## config.mk

```make
export PLATFORM = sky130hd
export DESIGN_NAME = audio_amp_clock_generation
export DESIGN_NICKNAME = d
export VERILOG_FILES = /design/src/core/clkgen_pkg.sv /design/src/core/clk_div.sv /design/src/core/audio_amp_clock_generation.sv
export VERILOG_INCLUDE_DIRS = /design/src /design/src/core
export SDC_FILE = /design/constraint.sdc
export NUM_CORES = 1
export LEC_CHECK = 0
export BUFFER_PORTS_ARGS = -buffer_cell sky130_fd_sc_hd__buf_2
export CORE_UTILIZATION = 50
export DETAILED_ROUTE_END_ITERATION = 8
export HOLD_SLACK_MARGIN = 0.05
export PLACE_DENSITY = 0.73
export SYNTH_ARGS = -nofsm -noshare
export SYNTH_HDL_FRONTEND = slang
export SYNTH_SLANG_ARGS = --single-unit
```

## constraint.sdc

```tcl
create_clock -name mclk_i -period 9.85 [get_ports mclk_i]
set_input_delay 1.4775 -clock mclk_i [delete_from_list [all_inputs] [get_ports mclk_i]]
set_output_delay 1.4775 -clock mclk_i [all_outputs]
set_load 0.02 [all_outputs]
```

## src/core/clkgen_defines.svh

```systemverilog
// Purpose: Constants for the audio amplifier clock generation block.
// Assumes: System clock mclk_i runs at 10 MHz.
// Notes:   Cycle counts are derived from rates, never typed twice.
`ifndef CLKGEN_DEFINES_SVH
`define CLKGEN_DEFINES_SVH

// ----------------------------------------------------------------
// Timing
// ----------------------------------------------------------------
`define MCLK_HZ 10000000
`define FS_MIN_HZ 4000
`define FS_SINGLE_MAX_HZ 50000
`define FS_DOUBLE_MAX_HZ 100000
`define FS_QUAD_MAX_HZ 200000
`define PERIOD_MAX_CYC (`MCLK_HZ / `FS_MIN_HZ)
`define PERIOD_SINGLE_CYC (`MCLK_HZ / `FS_SINGLE_MAX_HZ)
`define PERIOD_DOUBLE_CYC (`MCLK_HZ / `FS_DOUBLE_MAX_HZ)
`define PERIOD_QUAD_CYC (`MCLK_HZ / `FS_QUAD_MAX_HZ)

// ----------------------------------------------------------------
// Master to frame clock ratios, index 0 to 8
// ----------------------------------------------------------------
`define RATIO_NUM 9
`define RATIO_0 64
`define RATIO_1 96
`define RATIO_2 128
`define RATIO_3 192
`define RATIO_4 256
`define RATIO_5 384
`define RATIO_6 512
`define RATIO_7 768
`define RATIO_8 1024
`define RATIO_MIN_OK `RATIO_2
`define RATIO_CNT_MAX 2047
`define ACCEPT_SINGLE 9'h1F0
`define ACCEPT_DOUBLE 9'h07C
`define ACCEPT_QUAD 9'h01C
`define RATIO_TOL_SHIFT 4

// ----------------------------------------------------------------
// Divider exponents and reset values
// ----------------------------------------------------------------
`define SYS_DIV_BASE 4'h0
`define SYNC_DIV_BASE 4'h5
`define DIV_L2_RESET 4'h0
`define RATIO_IDX_RESET 4'h0

`endif

```

## src/core/clkgen_pkg.sv

```systemverilog
// Purpose: Types shared by the clock generation block.
// Assumes: Nothing beyond the defines header.
// Notes:   Binary codes are written out.
package clkgen_pkg;

    typedef enum logic [1:0] {
        SPEED_NONE = 2'b00,
        SPEED_SINGLE = 2'b01,
        SPEED_DOUBLE = 2'b10,
        SPEED_QUAD = 2'b11
    } speed_t;

    typedef enum logic {
        DET_WAIT = 1'b0,
        DET_COUNT = 1'b1
    } det_state_t;

endpackage

```

## src/core/clk_div.sv

```systemverilog
// Purpose: Power-of-two divider of a sampled clock level.
// Assumes: src_i is already synchronised to mclk_i.
// Notes:   A new divide exponent is taken only at a period boundary.
`timescale 1ns/10ps
`include "clkgen_defines.svh"

module clk_div (
    input wire logic mclk_i,
    input wire logic nrst_i,
    input wire logic clk_en_i,
    input wire logic src_i,
    input wire logic [3:0] l2_sel_i,
    output logic clk_o
);

    logic src_prev;
    logic [7:0] cnt;
    logic [3:0] l2;
    logic next_src_prev;
    logic [7:0] next_cnt;
    logic [3:0] next_l2;
    logic next_clk;
    logic rise;
    logic fall;
    logic [7:0] full_m1;
    logic [7:0] half;

    assign rise = src_i & ~src_prev;
    assign fall = ~src_i & src_prev;
    assign full_m1 = 8'((9'h001 << l2) - 9'h001);
    assign half = 8'(9'h001 << (l2 - 4'h1));

    // ----------------------------------------------------------------
    // Divider
    // ----------------------------------------------------------------
    always_comb begin
        next_src_prev = src_i;
        next_cnt = cnt;
        next_l2 = l2;
        next_clk = clk_o;
        if (rise) begin
            // Boundary-only reload.
            // Switching the exponent only as a high phase starts means
            // no shortened pulse can appear on a divider change.
            if (cnt == full_m1) begin
                next_cnt = 8'h00;
                next_clk = 1'b1;
                next_l2 = l2_sel_i;
            end else begin
                next_cnt = cnt + 8'h01;
                if (cnt + 8'h01 == half) begin
                    next_clk = 1'b0;
                end
            end
        end else if (fall && l2 == 4'h0) begin
            next_clk = 1'b0;
        end
    end

    always_ff @(posedge mclk_i or negedge nrst_i) begin
        if (!nrst_i) begin
            src_prev <= 1'b0;
            cnt <= 8'h00;
            l2 <= `DIV_L2_RESET;
            clk_o <= 1'b0;
        end else if (clk_en_i) begin
            src_prev <= next_src_prev;
            cnt <= next_cnt;
            l2 <= next_l2;
            clk_o <= next_clk;
        end
    end

endmodule

```

## src/core/audio_amp_clock_generation.sv

```systemverilog
// Purpose: Clock dividers, oscillator control and audio ratio detect.
// Assumes: Pins are sampled at 10 MHz; input clocks are slower than
//          half that rate, so fast master clocks alias in practice.
// Notes:   No software registers; controls are plain inputs.
`timescale 1ns/10ps
`include "clkgen_defines.svh"

module audio_amp_clock_generation
    import clkgen_pkg::*;
(
    input wire logic mclk_i,
    input wire logic nrst_i,
    input wire logic clk_en_i,
    input wire logic oscillator_input_i,
    input wire logic audio_master_clock_in_i,
    input wire logic audio_frame_clock_in_i,
    input wire logic [1:0] sys_div_sel_i,
    input wire logic [1:0] sync_div_sel_i,
    input wire logic oscillator_powerdown_bit_i,
    output logic divided_clock_output_o,
    output logic supply_sync_clock_o,
    output logic oscillator_output_o,
    output logic oscillator_enable_o,
    output speed_t speed_mode_o,
    output logic [3:0] ratio_index_o,
    output logic ratio_valid_o,
    output logic ratio_unsupported_o,
    output logic mclk_too_slow_o
);

    // ----------------------------------------------------------------
    // Pin synchronisers
    // ----------------------------------------------------------------
    logic [2:0] pin_raw;
    logic [2:0] sync_a;
    logic [2:0] sync_b;
    logic [2:0] next_sync_a;
    logic [2:0] next_sync_b;

    assign pin_raw = {audio_frame_clock_in_i, audio_master_clock_in_i,
                      oscillator_input_i};

    genvar g;
    generate
        for (g = 0; g < 3; g++) begin : gen_sync
            always_comb begin
                next_sync_a[g] = pin_raw[g];
                next_sync_b[g] = sync_a[g];
            end
        end
    endgenerate

    always_ff @(posedge mclk_i or negedge nrst_i) begin
        if (!nrst_i) begin
            sync_a <= 3'h0;
            sync_b <= 3'h0;
        end else if (clk_en_i) begin
            sync_a <= next_sync_a;
            sync_b <= next_sync_b;
        end
    end

    logic osc_s;
    logic mck_s;
    logic fck_s;
    assign osc_s = sync_b[0];
    assign mck_s = sync_b[1];
    assign fck_s = sync_b[2];

    // ----------------------------------------------------------------
    // Oscillator control and dividers
    // ----------------------------------------------------------------
    logic next_osc_out;
    logic next_osc_en;

    always_comb begin
        // Power-down gating.
        // The amplifier stage is cut when the host powers it down.
        next_osc_en = ~oscillator_powerdown_bit_i;
        // Crystal drive.
        // A fundamental or overtone crystal only needs the inversion.
        next_osc_out = next_osc_en & ~osc_s;
    end

    always_ff @(posedge mclk_i or negedge nrst_i) begin
        if (!nrst_i) begin
            oscillator_enable_o <= 1'b0;
            oscillator_output_o <= 1'b0;
        end else if (clk_en_i) begin
            oscillator_enable_o <= next_osc_en;
            oscillator_output_o <= next_osc_out;
        end
    end

    clk_div u_sys_div (
        .mclk_i(mclk_i),
        .nrst_i(nrst_i),
        .clk_en_i(clk_en_i),
        .src_i(osc_s),
        .l2_sel_i(`SYS_DIV_BASE + {2'b00, sys_div_sel_i}),
        .clk_o(divided_clock_output_o)
    );

    clk_div u_sync_div (
        .mclk_i(mclk_i),
        .nrst_i(nrst_i),
        .clk_en_i(clk_en_i),
        .src_i(osc_s),
        .l2_sel_i(`SYNC_DIV_BASE + {2'b00, sync_div_sel_i}),
        .clk_o(supply_sync_clock_o)
    );

    // ----------------------------------------------------------------
    // Ratio measurement
    // ----------------------------------------------------------------
    localparam logic [10:0] NOM [`RATIO_NUM] = '{
        11'(`RATIO_0), 11'(`RATIO_1), 11'(`RATIO_2), 11'(`RATIO_3),
        11'(`RATIO_4), 11'(`RATIO_5), 11'(`RATIO_6), 11'(`RATIO_7),
        11'(`RATIO_8)};

    det_state_t state;
    det_state_t next_state;
    logic mck_prev;
    logic fck_prev;
    logic [11:0] per_cnt;
    logic [10:0] rat_cnt;
    logic [11:0] next_per_cnt;
    logic [10:0] next_rat_cnt;
    speed_t next_speed;
    speed_t meas_speed;
    logic [3:0] next_idx;
    logic next_valid;
    logic next_unsup;
    logic next_slow;
    logic [8:0] hit;
    logic [8:0] accept;
    logic mck_rise;
    logic fck_rise;

    assign mck_rise = mck_s & ~mck_prev;
    assign fck_rise = fck_s & ~fck_prev;

    // Ratio matching.
    // A tolerance of one sixteenth absorbs sampling jitter.
    generate
        for (g = 0; g < `RATIO_NUM; g++) begin : gen_hit
            assign hit[g] = (rat_cnt >= NOM[g] - (NOM[g] >> `RATIO_TOL_SHIFT))
                && (rat_cnt <= NOM[g] + (NOM[g] >> `RATIO_TOL_SHIFT));
        end
    endgenerate

    always_comb begin
        // A period beyond the slowest frame rate belongs to no band.
        if (per_cnt > 12'(`PERIOD_MAX_CYC)) begin
            meas_speed = SPEED_NONE;
            accept = 9'h000;
        end else if (per_cnt >= 12'(`PERIOD_SINGLE_CYC)) begin
            meas_speed = SPEED_SINGLE;
            accept = `ACCEPT_SINGLE;
        end else if (per_cnt >= 12'(`PERIOD_DOUBLE_CYC)) begin
            meas_speed = SPEED_DOUBLE;
            accept = `ACCEPT_DOUBLE;
        end else if (per_cnt >= 12'(`PERIOD_QUAD_CYC)) begin
            meas_speed = SPEED_QUAD;
            accept = `ACCEPT_QUAD;
        end else begin
            meas_speed = SPEED_NONE;
            accept = 9'h000;
        end
    end

    always_comb begin
        next_state = state;
        next_per_cnt = per_cnt;
        next_rat_cnt = rat_cnt;
        next_speed = speed_mode_o;
        next_idx = ratio_index_o;
        next_valid = ratio_valid_o;
        next_unsup = ratio_unsupported_o;
        next_slow = mclk_too_slow_o;
        case (state)
            DET_WAIT: begin
                if (fck_rise) begin
                    next_state = DET_COUNT;
                    // Counting from one makes the value seen at the next
                    // frame rise equal to the frame period in cycles.
                    next_per_cnt = 12'h001;
                    next_rat_cnt = 11'h000;
                end
            end
            DET_COUNT: begin
                if (per_cnt < 12'hFFF) begin
                    next_per_cnt = per_cnt + 12'h001;
                end
                if (mck_rise && rat_cnt < 11'(`RATIO_CNT_MAX)) begin
                    next_rat_cnt = rat_cnt + 11'h001;
                end
                if (fck_rise) begin
                    next_per_cnt = 12'h001;
                    next_rat_cnt = 11'h000;
                    next_speed = meas_speed;
                    next_idx = `RATIO_IDX_RESET;
                    for (int i = 0; i < `RATIO_NUM; i++) begin
                        if (hit[i]) begin
                            next_idx = 4'(i);
                        end
                    end
                    next_valid = |(hit & accept);
                    next_unsup = ~|(hit & accept);
                    next_slow = rat_cnt < 11'(`RATIO_MIN_OK);
                end else if (per_cnt > 12'(`PERIOD_MAX_CYC)) begin
                    // Frame clock has stopped: drop the old speed, valid and unsupported flags.
                    next_state = DET_WAIT;
                    next_speed = SPEED_NONE;
                    next_valid = 1'b0;
                    next_unsup = 1'b0;
                end
            end
            default: begin
                next_state = DET_WAIT;
            end
        endcase
    end

    always_ff @(posedge mclk_i or negedge nrst_i) begin
        if (!nrst_i) begin
            state <= DET_WAIT;
            mck_prev <= 1'b0;
            fck_prev <= 1'b0;
            per_cnt <= 12'h000;
            rat_cnt <= 11'h000;
            speed_mode_o <= SPEED_NONE;
            ratio_index_o <= `RATIO_IDX_RESET;
            ratio_valid_o <= 1'b0;
            ratio_unsupported_o <= 1'b0;
            mclk_too_slow_o <= 1'b0;
        end else if (clk_en_i) begin
            state <= next_state;
            mck_prev <= mck_s;
            fck_prev <= fck_s;
            per_cnt <= next_per_cnt;
            rat_cnt <= next_rat_cnt;
            speed_mode_o <= next_speed;
            ratio_index_o <= next_idx;
            ratio_valid_o <= next_valid;
            ratio_unsupported_o <= next_unsup;
            mclk_too_slow_o <= next_slow;
        end
    end

endmodule

```

==> impl_metrics.csv, run 1 <==
group,metric,value,unit
cells_and_area,syn_to_final_growth,7.71,%
power_and_ir_drop,p_sw,0.418,mW
floorplan,ios,24,
synthesis,ys_seq_area_frac,0.390,
synthesis,synth_nets,518,
worst_setup_path,crit_start,"u_sync_div.l2[0]",
clock_tree,cts_setup_buffers,0,
placed_design,place_area,4490,um^2
synthesis,ys_warn_count,0,
sta,final.min_clock_period,3250,ps
sta,period_share,0.330,
power_and_ir_drop,p_int,0.652,mW
global_routing,grt_pass1_wl,16500,um
cells_and_area,fin_nets,523,
placed_design,port-buffer-count,23,
clock_tree,cts.repair.resized,0,
clock_tree,clk_path_buf_depth,2,
cells_and_area,antenna_cells,0,
synthesis,ys.flop_type,"dfrtp_1",
placed_design,gp_congestion,0.899,
power_and_ir_drop,p_sw_frac,0.391,
floorplan,num_rows,33,
sta,finalHoldViolCount,0,
synthesis,synth_top_cell_area_share,0.390,
placed_design,pre_cts_ws,6560,ps
floorplan,die_area,9110,um^2
global_routing,grt_max_degree,69,
route,finalWirelength,9640,um
clock_tree,hold_buffers,0,
cells_and_area,drive_gt1_frac,0.122,
clock_tree,clock_latency,360,ps
min_path,worstHoldStart,"speed_mode_o[0]",
sta,timing.fmax,307,MHz
worst_setup_path,crit_path_start_kind,"register",
synthesis,synth_area,4370,um^2
sta,finalSetupViolCount,0,
synthesis,async_flop_share,1.00,
worst_setup_path,cp_max_fo,19,
worst_setup_path,crit_type,"reg2reg",
synthesis,syn_area_per_cell,8.75,um^2
floorplan,floorplan.initialDensity,0.524,
sta,final_max_slew_viol_count,0,
sta,fin_ws,6600,ps
sta,rsz0062_at_grt,"no",
clock_tree,cts_buffers,9,
floorplan,die_w,95.5,um
clock_tree,cts_tree,"yes",
synthesis,synth-seq-cells,68,
sta,tns,0,ps
global_routing,grt-ovfl-total,0,
worst_setup_path,r2r_start,"u_sync_div.l2[0]",
power_and_ir_drop,powerDensity,228,nW/um^2
clock_tree,root_buffer,"clkbuf_8",
route,viasPerCell,6.03,
clock_tree,cts.sinks,68,
worst_setup_path,crit_arrival,3490,ps
power_and_ir_drop,power_frac_comb,0.363,
synthesis,netlist_top_cells_area,"dfrtp_1 (39%), xnor2_1 (5.0%), nand2_1 (4.5%)",
route,ant_nets,0,
clock_tree,cts_max_level,3,
worst_setup_path,cp.required,10080,ps
global_routing,antenna_found_initial,0,
synthesis,synth_edf_count,0,
status,status,"complete, no violations",
synthesis,netlist_instances,499,
route,wl_per_cell,15.7,um
synthesis,synth_cell_types,63,
power_and_ir_drop,leakage,1.99,nW
route,route.detailed.drc,0,
sta,slew-limit-headroom,0.323,
run,maxCapViolations,0,
clock_tree,cts.clk_slew.worst_paths,80,ps
floorplan,fp.dieH,95.5,um
route,first_pass_iters,6,
worst_setup_path,cp-end-kind,"register",
placed_design,dp_hpwl,6700,um
cells_and_area,design_area,4700,um^2
floorplan,coreArea,8340,um^2
power_and_ir_drop,total_power,1.07,mW
route,dr.first_iter.drc_count,221,
power_and_ir_drop,p_seq_frac,0.402,
power_and_ir_drop,peakVddDrop,0.000149,V
sta,holdWs,470,ps
route,dr_total_vias,3700,
global_routing,grt_pass1_vias,3568,
min_path,min_path_type,"reg2reg",
power_and_ir_drop,clkPwrFrac,0.235,
global_routing,track_usage,0.232,
sta,finClkSkew,13.1,ps
sta,worst_pin_slew,1010,ps
synthesis,synth_top_area_cell,"dfrtp_1",
routing by layer:
layer  GRT usage  wire length [um]  part of all wire  up-vias
met5           0                 0                 0        -
met4      0.0871               189             0.020        0
met3      0.0439               403             0.042       19
met2       0.389              4600              0.48       89
met1       0.298              4450              0.46     1771
li1            -                 -                 -     1821
through the flow:
stage | std cells | utilization
2_1_floorplan | 499 | -
3_3_place_gp | 598 | 0.538
3_5_place_dp | 598 | 0.538
4_1_cts | 614 | 0.564
5_1_grt | 614 | 0.564
6_report | 614 | 0.564
final timing paths:
| kind | to | slack, ps | cells past startpoint |
|---|---|---|---|
| hold / removal | speed_mode_o[0] | 470 | 2 |
| min in group asynchronous | per_cnt[3] | 1290 | 2 |
| hold reg to reg | speed_mode_o[0] | 470 | 2 |
| max in group asynchronous | u_sys_div.cnt[0] | 7980 | 2 |
| setup reg to reg | u_sync_div.cnt[0] | 6600 | 8 |
| setup / recovery | u_sync_div.cnt[0] | 6600 | 8 |
cell usage after synthesis, drive strengths merged, types with 5 or more instances:
library cell and instances:
a211o 5, nor4 11, nand3 24, nand4 11
a21oi 16, xnor2 25, mux2 15, o31ai 6
a21o 6, inv 21, and3 5, nor4b 6
nor2b 7, nor3 22, nor2 41, o211ai 9
xor2 10, o21ai 31, ha 8, clkbuf 27
nand2 52, dfrtp 68
cells in the final DEF, fill, tap and decap left out, types with 5 or more instances in the layout:
cell	instances
a211o_1	5
a21o_1	6
a21oi_1	15
and3_1	5
buf_2	23
clkbuf_8	9
dfrtp_1	68
ha_1	8
inv_1	21
mux2_2	13
nand2_1	52
nand3_1	24
nand4_1	11
nor2_1	41
nor2b_1	7
nor3_1	22
nor4_1	11
nor4b_1	5
o211ai_1	9
o21ai_0	31
o31ai_1	6
xnor2_1	25
xor2_1	10
power by group through the flow:
stage	logic (mW)	clock network (mW)	registers, mW
after floorplan	0.352	0	0.386
after global placement	0.374	0	0.432
after detailed placement	0.387	0	0.433
after CTS	0.389	0.257	0.428
after global routing	0.434	0.265	0.444
final	0.389	0.251	0.430
state kept, by name, indices dropped and copies added (netlist names), 3 cells and up:
signal	count
per_cnt	12
rat_cnt	11
u_sync_div.cnt	8
u_sys_div.cnt	8
ratio_index_o	4
u_sync_div.l2	4
next_sync_b	3
sync_b	3
final cells by class:
type,instances,area (um^2)
clock buffers,9,124
well taps,105,131
repair buffers,25,130
clock inverters,7,91.3
multi-input cells,379,2450
fillers,776,3640
inverters,21,78.8
flip-flops and latches,68,1700
critical path, cell delays in order (launching register included):
cell	delay, ps
dfrtp_1	690
or4b_2	630
ha_1	300
nor4b_1	250
o21ai_0	150
a21boi_0	250
o2111a_1	440
nor2_1	130
mux2_2	300
cell families after synthesis:
group / after synthesis / synth area share
flops: 68 / 0.390
simple gates: 206 / 0.244
buf+inv: 52 / 0.0501
mux: 19 / 0.0496
xor+xnor: 35 / 0.0702
fa+ha+maj: 8 / 0.0229
compound gates: 111 / 0.174
Power figures use the tool's default switching activity.
==> run 2, diff against run 1 <==
clock period = 3 ns   (was 9.85 ns; I/O delays follow)
==> impl_metrics.csv, run 2 (synthesized netlist as in run 1, its figures left out) <==
group,metric,value,unit
sta,holdWs,219,ps
cells_and_area,final_common_cell,"dfrtp_1",
sta,finalHoldViolCount,0,
clock_tree,cts_buffers,9,
route,wl_per_cell,15.5,um
clock_tree,cts_tree,"yes",
global_routing,antenna_found_initial,0,
worst_setup_path,crit_start,"u_sync_div.l2[1]",
cells_and_area,top_register,"per_cnt",
sta,fin_ws,125,ps
route,finalWirelength,9700,um
status,status,"complete, no violations",
placed_design,port-buffer-count,23,
cells_and_area,drive_gt1_frac,0.142,
cells_and_area,fin_util,0.577,
sta,tns,0,ps
sta,finClkSkew,12.5,ps
worst_setup_path,crit_arrival,3110,ps
sta,timing.fmax,348,MHz
clock_tree,cts.clk_slew.worst_paths,80,ps
floorplan,die_area,9110,um^2
power_and_ir_drop,leakage,2.04,nW
clock_tree,cts.sinks,68,
floorplan,coreArea,8340,um^2
sta,finalSetupViolCount,0,
power_and_ir_drop,powerDensity,755,nW/um^2
cells_and_area,largest_reg_flops,12,
cells_and_area,top_regs,"per_cnt: 12 flops, rat_cnt: 11 flops",
run,maxCapViolations,0,
route,dr_total_vias,3771,
worst_setup_path,r2r_start,"u_sync_div.l2[1]",
worst_setup_path,slowest_delay,570,ps
clock_tree,cts_max_level,3,
worst_setup_path,crit_path_start_kind,"register",
placed_design,gp_congestion,0.919,
global_routing,grt_pass1_wl,16500,um
sta,rsz0062_at_grt,"no",
cells_and_area,layout_common_cells,"dfrtp_1 (68), nand2_1 (52), nor2_1 (41)",
sta,worst_pin_slew,977,ps
global_routing,grt_pass1_vias,3429,
worst_setup_path,cp_cell_sequence,"or4_4 > ha_4 > or3_1 > a21o_1 > o211ai_1 > o2111ai_2 > or2_1 > mux2_4",
worst_setup_path,cp-end-kind,"register",
route,route.detailed.drc,0,
clock_tree,cts.repair.resized,0,
power_and_ir_drop,total_power,3.63,mW
worst_setup_path,cpMaxStageDelayCell,"or4_4",
sta,final_max_slew_viol_count,0,
global_routing,grt-ovfl-total,0,
worst_setup_path,cp_max_fo,8,
floorplan,num_rows,33,
clock_tree,hold_buffers,0,
floorplan,ios,24,
route,viasPerCell,6.03,
clock_tree,clock_latency,350,ps
cells_and_area,fin_nets,534,
clock_tree,cts_setup_buffers,0,
placed_design,pre_cts_ws,147,ps
sta,period_share,0.958,
placed_design,dp_hpwl,6850,um
clock_tree,clk_path_buf_depth,2,
floorplan,die_w,95.5,um
route,ant_nets,0,
clock_tree,root_buffer,"clkbuf_8",
cells_and_area,syn_to_final_growth,10.1,%
worst_setup_path,crit_type,"reg2reg",
cells_and_area,antenna_cells,0,
route,dr.first_iter.drc_count,220,
route,first_pass_iters,6,
worst_setup_path,cp.required,3230,ps
sta,slew-limit-headroom,0.349,
min_path,min_path_type,"in2async",
global_routing,track_usage,0.234,
sta,final.min_clock_period,2870,ps
global_routing,grt_max_degree,41,
floorplan,fp.dieH,95.5,um
power_and_ir_drop,peakVddDrop,0.000315,V
floorplan,floorplan.initialDensity,0.524,
run 2: through the flow:
| stage | instances | instance area (um^2) |
|---|---|---|
| finish | 625 | 4810 |
| global route | 625 | 4810 |
| CTS | 625 | 4810 |
| detailed placement | 609 | 4590 |
| global placement | 609 | 4590 |
| floorplan | 499 | 4420 |
run 2: final timing paths:
check	to	slack, ps	depth (start not counted)
max	u_sync_div.l2[1]	130	8
min	per_cnt[7]	220	1
max reg2reg	u_sync_div.l2[1]	130	8
min reg2reg	speed_mode_o[0]	470	2
max in group asynchronous	oscillator_output_o	2040	2
min in group mclk_i	oscillator_output_o	300	2
run 2: critical path: cells and delay by family (launching register included):
family	cells	cell delay, ps
adders and majority gates	1	210
AOI/OAI and AO/OA	3	490
and+or+nand+nor	3	1300
DFF	1	430
muxes	1	320
run 2: per-layer routing:
layer / share of wire / global-route usage / up-vias
li1: - / - / 1843
met1: 0.46 / 0.335 / 1800
met2: 0.46 / 0.344 / 113
met3: 0.054 / 0.0542 / 15
met4: 0.017 / 0.0846 / 0
met5: 0 / 0 / -
run 2: area by class of cell:
class,count,area (um^2)
clock buffers,10,128
inverters,21,78.8
multi-input cells,379,2470
repair buffers,36,213
well taps,105,131
flip-flops and latches,68,1700
clock inverters,6,88.8
fillers,744,3530
run 2: power by group:
part           switching (mW)  total (mW)  leakage, nW  internal (mW)
logic                   0.781        1.46         1.06          0.674
registers               0.251        1.34        0.879           1.09
clock network           0.372       0.840        0.102          0.468
total                    1.40        3.63         2.04           2.23
==> run 3, diff against run 2 <==
GPL_TIMING_DRIVEN = 0   (was unset)
==> impl_metrics.csv, run 3 (synthesized netlist as in run 1, its figures left out) <==
group,metric,value,unit
status,status,"complete, no violations",
sta,final_max_slew_viol_count,0,
floorplan,coreArea,8340,um^2
route,ant_nets,0,
floorplan,num_rows,33,
clock_tree,cts_buffers,9,
global_routing,grt_pass1_vias,3659,
power_and_ir_drop,p_int,2.36,mW
clock_tree,clock_latency,340,ps
power_and_ir_drop,p_sw_frac,0.380,
clock_tree,root_buffer,"clkbuf_8",
worst_setup_path,cp_max_fo,7,
floorplan,die_area,9110,um^2
power_and_ir_drop,power_frac_comb,0.460,
sta,final.min_clock_period,2880,ps
clock_tree,clk_path_buf_depth,2,
worst_setup_path,crit_arrival,3110,ps
placed_design,gp_congestion,0.913,
cells_and_area,syn_to_final_growth,14.2,%
global_routing,track_usage,0.243,
floorplan,ios,24,
sta,finalSetupViolCount,0,
route,first_pass_iters,4,
power_and_ir_drop,peakVddDrop,0.000318,V
floorplan,fp.dieH,95.5,um
clock_tree,cts.clk_slew.worst_paths,70,ps
power_and_ir_drop,p_sw,1.44,mW
clock_tree,cts.sinks,68,
floorplan,die_w,95.5,um
sta,fin_ws,121,ps
sta,finalHoldViolCount,0,
sta,rsz0062_at_grt,"no",
route,dr.first_iter.drc_count,229,
placed_design,port-buffer-count,23,
sta,period_share,0.960,
worst_setup_path,slowest_delay,530,ps
clock_tree,cts_tree,"yes",
placed_design,pre_cts_ws,-251,ps
cells_and_area,fin_util,0.598,
route,viasPerCell,6.02,
cells_and_area,top_regs,"per_cnt: 12 flops, rat_cnt: 11 flops",
cells_and_area,fillers,751,
cells_and_area,fin_nets,564,
route,route.detailed.drc,0,
sta,worst_pin_slew,878,ps
sta,finClkSkew,5.74,ps
worst_setup_path,cp-end-kind,"register",
cells_and_area,antenna_cells,0,
worst_setup_path,crit_path_start_kind,"register",
worst_setup_path,r2r_setup_slack,120,ps
clock_tree,hold_buffers,0,
route,wl_per_cell,15.6,um
cells_and_area,drive_gt1_frac,0.155,
placed_design,dp_hpwl,7090,um
power_and_ir_drop,clkPwrFrac,0.205,
global_routing,grt_pass1_wl,17200,um
worst_setup_path,cp_cell_sequence,"clkbuf_16 > or4b_4 > ha_4 > or3_4 > a21o_1 > o211ai_1 > o2111ai_2 > or2_4 > mux2_4",
floorplan,floorplan.initialDensity,0.524,
sta,holdWs,206,ps
worst_setup_path,cpMaxStageDelayCell,"or4b_4",
worst_setup_path,cp.required,3230,ps
run,maxCapViolations,0,
cells_and_area,final_common_cell,"dfrtp_1",
min_path,min_path_type,"in2async",
global_routing,grt_max_degree,69,
global_routing,grt-ovfl-total,0,
route,dr_total_vias,3944,
sta,slew-limit-headroom,0.410,
cells_and_area,top_register,"per_cnt",
power_and_ir_drop,total_power,3.81,mW
power_and_ir_drop,p_seq_frac,0.335,
worst_setup_path,crit_type,"reg2reg",
cells_and_area,largest_reg_flops,12,
sta,timing.fmax,347,MHz
power_and_ir_drop,powerDensity,764,nW/um^2
route,finalWirelength,10200,um
cells_and_area,layout_common_cells,"dfrtp_1 (65), nand2_1 (52), nor2_1 (41)",
global_routing,antenna_found_initial,0,
power_and_ir_drop,leakage,2.11,nW
clock_tree,cts_max_level,3,
run 3: routing by layer:
layer / part of all wire / up-vias / track usage / wire length (um)
li1: - / 1896 / - / -
met2: 0.47 / 120 / 0.368 / 4770
met1: 0.47 / 1908 / 0.344 / 4760
met3: 0.048 / 20 / 0.0502 / 486
met4: 0.019 / 0 / 0.0883 / 194
met5: 0 / - / 0 / 0
run 3: stage by stage:
stage / area (um^2) / TNS (ps) / cells
3_5_place_dp: 4670 / -1180 / 627
6_report: 4980 / 0 / 655
2_1_floorplan: 4420 / -86.2 / 499
3_3_place_gp: 4670 / -730 / 627
4_1_cts: 4920 / 0 / 647
5_1_grt: 4980 / 0 / 655
run 3: critical path, delay by kind of cell (launching register included):
kind / cells / cell delay [ps]
buffers and inverters: 1 / 170
adder cells (fa/ha/maj): 1 / 210
flip-flops: 1 / 450
AND/OR/NAND/NOR: 3 / 1170
AO/OA/AOI/OAI: 3 / 480
multiplexers: 1 / 300
run 3: layout make-up:
class | instances | area, um^2 | share of cell area
inverters | 21 | 78.8 | 0.0158
flip-flops and latches | 68 | 1710 | 0.342
well taps | 105 | 131 | 0.0264
repair buffers | 39 | 238 | 0.0477
clock buffers | 15 | 166 | 0.0334
plain buffers | 27 | 158 | 0.0316
multi-input cells | 379 | 2480 | 0.497
clock inverters | 1 | 30.0 | 0.00602
run 3: path summary, 6_finish.rpt:
| check | from | endpoint | cells after the start |
|---|---|---|---|
| min in group mclk_i | oscillator_powerdown_bit_i | oscillator_output_o | 2 |
| setup reg to reg | u_sync_div.l2[1] | u_sync_div.l2[3] | 9 |
| hold / removal | nrst_i | per_cnt[3] | 1 |
| setup / recovery | u_sync_div.l2[1] | u_sync_div.l2[3] | 9 |
| hold reg to reg | ratio_index_o[0] | ratio_index_o[0] | 2 |
| max in group asynchronous | nrst_i | u_sync_div.l2[3] | 1 |
run 3: what timing repair did:
action,4_1_cts,5_1_grt
setup buffers,7,9
pin swaps,5,7
gates resized for setup,9,3
endpoints found under the setup margin,8,3
run 3: power groups by stage:
stage,Combinational (mW),Clock (mW),Sequential (mW)
after global routing,1.95,0.837,1.30
after CTS,1.67,0.789,1.26
after global placement,1.53,0,1.27
after detailed placement,1.58,0,1.28
after floorplan,1.25,0,1.27
final,1.75,0.781,1.27
